===== config.mk =====
export PLATFORM = sky130hd
export DESIGN_NAME = gtm_guard_timer
export DESIGN_NICKNAME = d
export VERILOG_FILES = /design/src/verilog/gtm_pkg.sv /design/src/verilog/gtm_guard_timer.sv
export SDC_FILE = /design/constraint.sdc
export NUM_CORES = 1
export LEC_CHECK = 0
export BUFFER_PORTS_ARGS = -buffer_cell sky130_fd_sc_hd__buf_2
export CAP_MARGIN = 20
export CORE_MARGIN = 1
export CORE_UTILIZATION = 30
export DETAILED_ROUTE_END_ITERATION = 8
export PLACE_DENSITY = 0.49
export SKIP_CTS_REPAIR_TIMING = 1
export SLEW_MARGIN = 0
export SYNTH_ARGS = -nofsm -noshare
export SYNTH_HDL_FRONTEND = slang
export SYNTH_SLANG_ARGS = --single-unit

===== constraint.sdc =====
create_clock -name clk -period 2.95 [get_ports clk]
set_clock_uncertainty 0.15 [all_clocks]
set_input_delay 0.4425 -clock clk [delete_from_list [all_inputs] [get_ports clk]]
set_output_delay 0.4425 -clock clk [all_outputs]
set_load 0.01 [all_outputs]

===== src/verilog/gtm_pkg.sv =====
// Package for the guard timer: register map, control fields, divider ratios.
// Assumes one system clock domain and the CPU register port of the host MCU.
// Summary of operation
// - Timer clock is oscillator clock divided by 4096, 1024 or 128.
// - Eight-bit up-counter at address FDH, readable, never writable.
// - Reset clears control to 00H: watchdog on, divide-by-4096 selected.
// - Watchdog reset disabled only while control bits 7..4 equal 1010B.
// - Writing one to control bit 1 clears the counter.
// - Writing one to control bit 0 clears the divider stages.
// - Counter overflow out of bit 7 resets the chip when watchdog enabled.
// - In Stop mode, reset or external interrupt starts the oscillator.
// - Stop release counts at divide-by-4096 for reset, else selected rate.
// - Counter bit 4 overflow ends stabilization and re-enables the CPU clock.
// - After reset, timer clock is oscillator clock divided by 4096.
`default_nettype none
package gtm_pkg;
   // ****************************************
   // Register map
   // ****************************************
   localparam logic [7:0] GTM_CTRL_ADDR   = 8'hD3;
   localparam logic [7:0] GTM_COUNT_ADDR  = 8'hFD;
   localparam logic [7:0] GTM_CTRL_RESET  = 8'h00;
   localparam logic [7:0] GTM_COUNT_RESET = 8'h00;
   // ****************************************
   // Control fields
   // ****************************************
   localparam int         GTM_WD_HI      = 7;
   localparam int         GTM_WD_LO      = 4;
   localparam logic [3:0] GTM_WD_DISABLE = 4'hA;
   localparam int         GTM_SEL_HI     = 3;
   localparam int         GTM_SEL_LO     = 2;
   localparam int         GTM_CNT_CLR    = 1;
   localparam int         GTM_DIV_CLR    = 0;
   localparam int         GTM_STAB_BIT   = 4;
   // Divider select codes, taps are bit index of a 4096 prescaler
   localparam logic [1:0] GTM_SEL_4096 = 2'h0;
   localparam logic [1:0] GTM_SEL_1024 = 2'h1;
   localparam logic [1:0] GTM_SEL_128  = 2'h2;
   localparam int         GTM_DIV_W    = 12;

   typedef struct packed {
      logic       wr;
      logic       rd;
      logic [7:0] addr;
      logic [7:0] wdata;
   } gtm_bus_t;

   typedef enum logic [2:0] {
      GTM_RUN  = 3'b001,
      GTM_STOP = 3'b010,
      GTM_STAB = 3'b100
   } gtm_state_t;
endpackage
`default_nettype wire


===== src/verilog/gtm_guard_timer.sv =====
// Guard timer: watchdog and oscillator stabilization counter.
// Assumes clk is the oscillator clock fxx and bus signals are synchronous.
`timescale 1ns/1ps
`default_nettype none
module gtm_guard_timer #(
   // Width of the slow prescaler tap; the default gives the divide-by-4096 rate
   parameter int TAP_SLOW_W = gtm_pkg::GTM_DIV_W
) (
   input  wire logic              clk,
   input  wire logic              rst_b,
   input  wire gtm_pkg::gtm_bus_t bus,
   output logic [7:0]             rdata,
   input  wire logic              stop_req,
   input  wire logic              ext_irq,
   output logic                   osc_en,
   output logic                   cpu_clk_en,
   output logic                   stab_done,
   output logic                   wdt_reset
);
   // ****************************************
   // Register access
   // ****************************************
   logic [7:0]              ctrl_q;
   logic [7:0]              count_q;
   logic [gtm_pkg::GTM_DIV_W-1:0] div_q;
   gtm_pkg::gtm_state_t     state_q;
   logic                    ext_s1_q;
   logic                    ext_s2_q;
   logic                    from_reset_q;
   logic                    wr_ctrl;
   logic                    tick;
   logic [1:0]              sel;
   logic                    ovf7;
   logic                    wd_on;

   assign wr_ctrl = bus.wr && (bus.addr == gtm_pkg::GTM_CTRL_ADDR);

   // Clear strobe bits are never stored so they read back zero
   always_ff @(posedge clk or negedge rst_b)
      if (!rst_b)
         ctrl_q <= gtm_pkg::GTM_CTRL_RESET;
      else if (wr_ctrl)
         ctrl_q <= {bus.wdata[7:2], 2'b00};

   always_comb
   begin
      rdata = 8'h00;
      if (bus.rd && bus.addr == gtm_pkg::GTM_CTRL_ADDR)
         rdata = ctrl_q;
      else if (bus.rd && bus.addr == gtm_pkg::GTM_COUNT_ADDR)
         rdata = count_q;
   end

   // ****************************************
   // Prescaler
   // ****************************************
   // Reset stabilization always uses 4096 regardless of the select field
   assign sel = (state_q == gtm_pkg::GTM_STAB && from_reset_q)
                ? gtm_pkg::GTM_SEL_4096 : ctrl_q[gtm_pkg::GTM_SEL_HI:gtm_pkg::GTM_SEL_LO];

   function automatic logic tap_done(input logic [11:0] d, input logic [1:0] s);
      case (s)
         gtm_pkg::GTM_SEL_1024: tap_done = &d[9:0];
         gtm_pkg::GTM_SEL_128:  tap_done = &d[6:0];
         default:               tap_done = &d[TAP_SLOW_W-1:0];
      endcase
   endfunction

   assign tick = tap_done(div_q, sel) && (state_q != gtm_pkg::GTM_STOP);

   always_ff @(posedge clk or negedge rst_b)
      if (!rst_b)
         div_q <= '0;
      else if (wr_ctrl && bus.wdata[gtm_pkg::GTM_DIV_CLR])
         div_q <= '0;
      else if (state_q != gtm_pkg::GTM_STOP)
         div_q <= div_q + 12'h001;

   // ****************************************
   // Counter and watchdog
   // ****************************************
   assign ovf7  = tick && (count_q == 8'hFF);
   assign wd_on = ctrl_q[gtm_pkg::GTM_WD_HI:gtm_pkg::GTM_WD_LO] != gtm_pkg::GTM_WD_DISABLE;

   always_ff @(posedge clk or negedge rst_b)
      if (!rst_b)
         count_q <= gtm_pkg::GTM_COUNT_RESET;
      else if (wr_ctrl && bus.wdata[gtm_pkg::GTM_CNT_CLR])
         count_q <= 8'h00;
      else if (state_q == gtm_pkg::GTM_STOP)
         count_q <= 8'h00;
      else if (tick)
         count_q <= count_q + 8'h01;

   // Registered so the reset pulse is glitch free
   always_ff @(posedge clk or negedge rst_b)
      if (!rst_b)
         wdt_reset <= 1'b0;
      else
         wdt_reset <= ovf7 && wd_on && (state_q == gtm_pkg::GTM_RUN);

   // ****************************************
   // Stop and stabilization
   // ****************************************
   always_ff @(posedge clk or negedge rst_b)
      if (!rst_b)
      begin
         ext_s1_q <= 1'b0;
         ext_s2_q <= 1'b0;
      end
      else
      begin
         ext_s1_q <= ext_irq;
         ext_s2_q <= ext_s1_q;
      end

   always_ff @(posedge clk or negedge rst_b)
      if (!rst_b)
      begin
         state_q      <= gtm_pkg::GTM_STAB;
         from_reset_q <= 1'b1;
      end
      else
         case (state_q)
            gtm_pkg::GTM_RUN:
               if (stop_req)
                  state_q <= gtm_pkg::GTM_STOP;
            gtm_pkg::GTM_STOP:
               if (ext_s2_q)
               begin
                  state_q      <= gtm_pkg::GTM_STAB;
                  from_reset_q <= 1'b0;
               end
            gtm_pkg::GTM_STAB:
               if (tick && (&count_q[gtm_pkg::GTM_STAB_BIT:0]))
               begin
                  state_q      <= gtm_pkg::GTM_RUN;
                  from_reset_q <= 1'b0;
               end
            default:
               state_q <= gtm_pkg::GTM_RUN;
         endcase

   always_ff @(posedge clk or negedge rst_b)
      if (!rst_b)
         stab_done <= 1'b0;
      else
         stab_done <= (state_q == gtm_pkg::GTM_STAB)
                      && tick && (&count_q[gtm_pkg::GTM_STAB_BIT:0]);

   assign osc_en     = (state_q != gtm_pkg::GTM_STOP);
   assign cpu_clk_en = (state_q == gtm_pkg::GTM_RUN);
endmodule
`default_nettype wire


==> flow_summary.yaml <==
timing:
  post-route-period-util_pct: 90.2
  worst_pin_slew_ns: 0.771
  hold_viol: 0
  relSlewSlack_pct: 48.6
  max_freq_ghz: 0.376
  setup_viol: 0
  holdWs_ns: 0.0744
  rsz0062_at_grt: "no"
  slew_violations: 0
  totalNegativeSetupSlack_ns: 0
  layout_min_cycle_time_ns: 2.66
worst_setup_path:
  r2r-start: "state_q[2]"
  slowest_delay_ns: 0.57
  critical_path.max_fanout: 12
  reg2regPathDepth: 11
  critical_path.cell_chain: "inv_1 > nor3_1 > nand2_1 > nand2_1 > inv_1 > ha_1 > inv_1 > a31o_2 > nand3_1 > or3_1 > a21oi_1"
  critPathArrivalTime_ns: 2.72
  startpoint: "state_q[2]"
  timing.rr.end: "count_q[3]"
  reg2reg_slack_ns: 0.29
  cp_slowest_cell: "dfstp_2"
  critPathMostFrequentCell: "inv_1"
  worstSetupStartpointType: "register"
  cp-end-kind: "register"
  crit_end: "count_q[3]"
  cp.required_ns: 3.01
  worstSetupPathType: "register to register"
logic_synthesis:
  synth_top_area_cell: "dfrtp_1"
  ys_warn_count: 0
  yosysSeqAreaShare_pct: 49.4
  synthCells: 176
  async_flop_share_pct: 100
  synth-main-ff-cell: "dfrtp_1"
  syn_nets: 203
  synth_edf_count: 0
  synth_top_area_share_pct: 46.4
  netlist_top_cells_area: "dfrtp_1 (46%), nand2_1 (4.6%), nor2_1 (3.9%), mux2_2 (3.9%), ha_1 (3.6%)"
  ys_ff_latch: 34
  ys_types: 36
  syn_area_per_cell_sq_um: 9.81
  syn-cell-area_sq_um: 1730
cts:
  cts_htree_levels: 2
  clkLatencyLatePin_ns: 0.29
  cts_tree: "built"
  clock_tree.buffer_depth: 2
  cts_root_buffer: "clkbuf_8"
  cts.sink_count: 34
  clk_pin_slew_ns: 0.07
  cts_made_buffers: 5
floorplanning:
  initial_utilization_pct: 31.2
  die_w_microns: 77.9
  rows: 27
  dieHeight_microns: 77.9
  io_pins: 34
  coreArea_sq_um: 5540
  die_area_sq_um: 6060
routing:
  ant_nets: 0
  drt_iter0_drc: 66
  via_per_inst: 4.98
  post-route-drc-count: 0
  dr.pass1.iters: 4
  wl_mm: 3.89
  wl_per_cell_microns: 13.5
  num_vias: 1433
status:
  status: "complete, no violations"
finish:
  num-fill-cells: 574
  antenna_cells: 0
  fin_nets: 242
  final_cell_mix: "buf_2 (33), dfrtp_1 (32), nand2_1 (21)"
  mostFrequentLayoutCell: "buf_2"
  drive_gt1_share_pct: 25.5
  syn_to_final_growth_pct: 20.4
global_routing:
  grt_pass1_wl_mm: 6.67
  antenna_found_initial: 0
  grt_pass1_vias: 1387
  grt_max_degree: 35
  track_usage_pct: 14.2
  grt_overflow_total: 0
placed_design:
  portBuffers: 33
  globalplace.congestion: 0.799
  hpwlAfterDp_mm: 2.88
power:
  ir_drop_uv: 258
  pwr_density_cell_nw_per_um2: 615
  power.total_mw: 1.28
  p_leak_nw: 0.996
min_path:
  hold_class: "input pin to async pin"
job:
  maxCapViolCount: 0
-- synthesized netlist by cell type (2+ instances only) --
library cell  instances
a21oi_1               9
a22o_1                6
and2_1                3
and3_1                5
and4_1                2
buf_2                 2
clkbuf_1              2
dfrtp_1              32
dfstp_2               2
ha_1                  5
inv_1                 7
mux2_2                6
nand2_1              21
nand2b_1              2
nand3_1               8
nand4_1               6
nor2_1               18
nor3_1                5
o21ai_0               2
o21ai_1               5
or3_1                 4
xnor2_1               5
xor2_1                6
-- kinds of logic (layout without fill, tap and decap cells) --
kind of cell    count (synthesis)  in the layout  share of synthesized area, %
simple gates                   80             80                          24.1
flops                          34             34                          49.4
compound gates                 28             28                          10.6
buf+inv                        12             52                          2.75
xor+xnor                       11             11                          5.58
mux                             6              6                          3.91
fa+ha+maj                       5              5                          3.62
-- report_power, final --
group	total, mW	internal (mW)	switching [mW]
clock	0.354	0.188	0.165
combinational	0.292	0.128	0.164
sequential	0.633	0.546	0.0872
-- per-layer routing --
metal  vias to the layer above  global-route usage (%)  wire (microns)
met5                         -                       0               0
met4                         0                    5.09              63
met3                         8                    3.76             210
met2                        43                    20.6            1670
met1                       683                    20.0            1950
li1                        699                       -               -
-- worst min-delay path by stage --
stage,start,end,slack (ns),cells past startpoint
2_1_floorplan,rst_b,count_q[0],-0.003,0
3_3_place_gp,ext_s1_q,ext_s2_q,0.18,0
3_5_place_dp,ext_s1_q,ext_s2_q,0.19,0
4_1_cts,ext_irq,ext_s1_q,0.11,1
5_1_grt,ext_irq,ext_s1_q,0.10,1
6_report,rst_b,count_q[2],0.07,1
-- worst max-delay path, delay by kind of cell, from the launching register on --
kind                     cells  cell delay, ns
AO/OA/AOI/OAI                2            0.24
flip-flops                   1            0.57
adder cells (fa/ha/maj)      1            0.28
AND/OR/NAND/NOR              5            1.18
buffers and inverters        3            0.18
-- cell type report --
type	instances	area [sq um]	area share (%)
Clock buffer	7	86.3	4.15
Clock inverter	1	5.00	0.241
Inverter	8	30.0	1.44
Multi-Input combinational cell	130	826	39.7
Sequential cell	34	853	41.1
Tap cell	72	90.1	4.33
Timing Repair Buffer	36	188	9.03
-- metrics by stage --
stage | cells | util, % | setup slack, ns | instance area, sq um
finish | 288 | 37.5 | 0.291 | 2080
detailed placement | 280 | 35.9 | 0.286 | 1990
global route | 288 | 37.5 | 0.0201 | 2080
global placement | 280 | 35.9 | 0.359 | 1990
floorplan | 176 | - | 0.509 | 1730
CTS | 288 | 37.5 | 0.249 | 2080
-- state kept, by name, indices dropped and copies added, names as in the netlist --
name	cells
stab_done	1
ext_s2_q	1
ctrl_q	6
wdt_reset	1
state_q	3
ext_s1_q	1
count_q	8
div_q	12
from_reset_q	1
No activity file was read; power rests on OpenSTA's default activity.
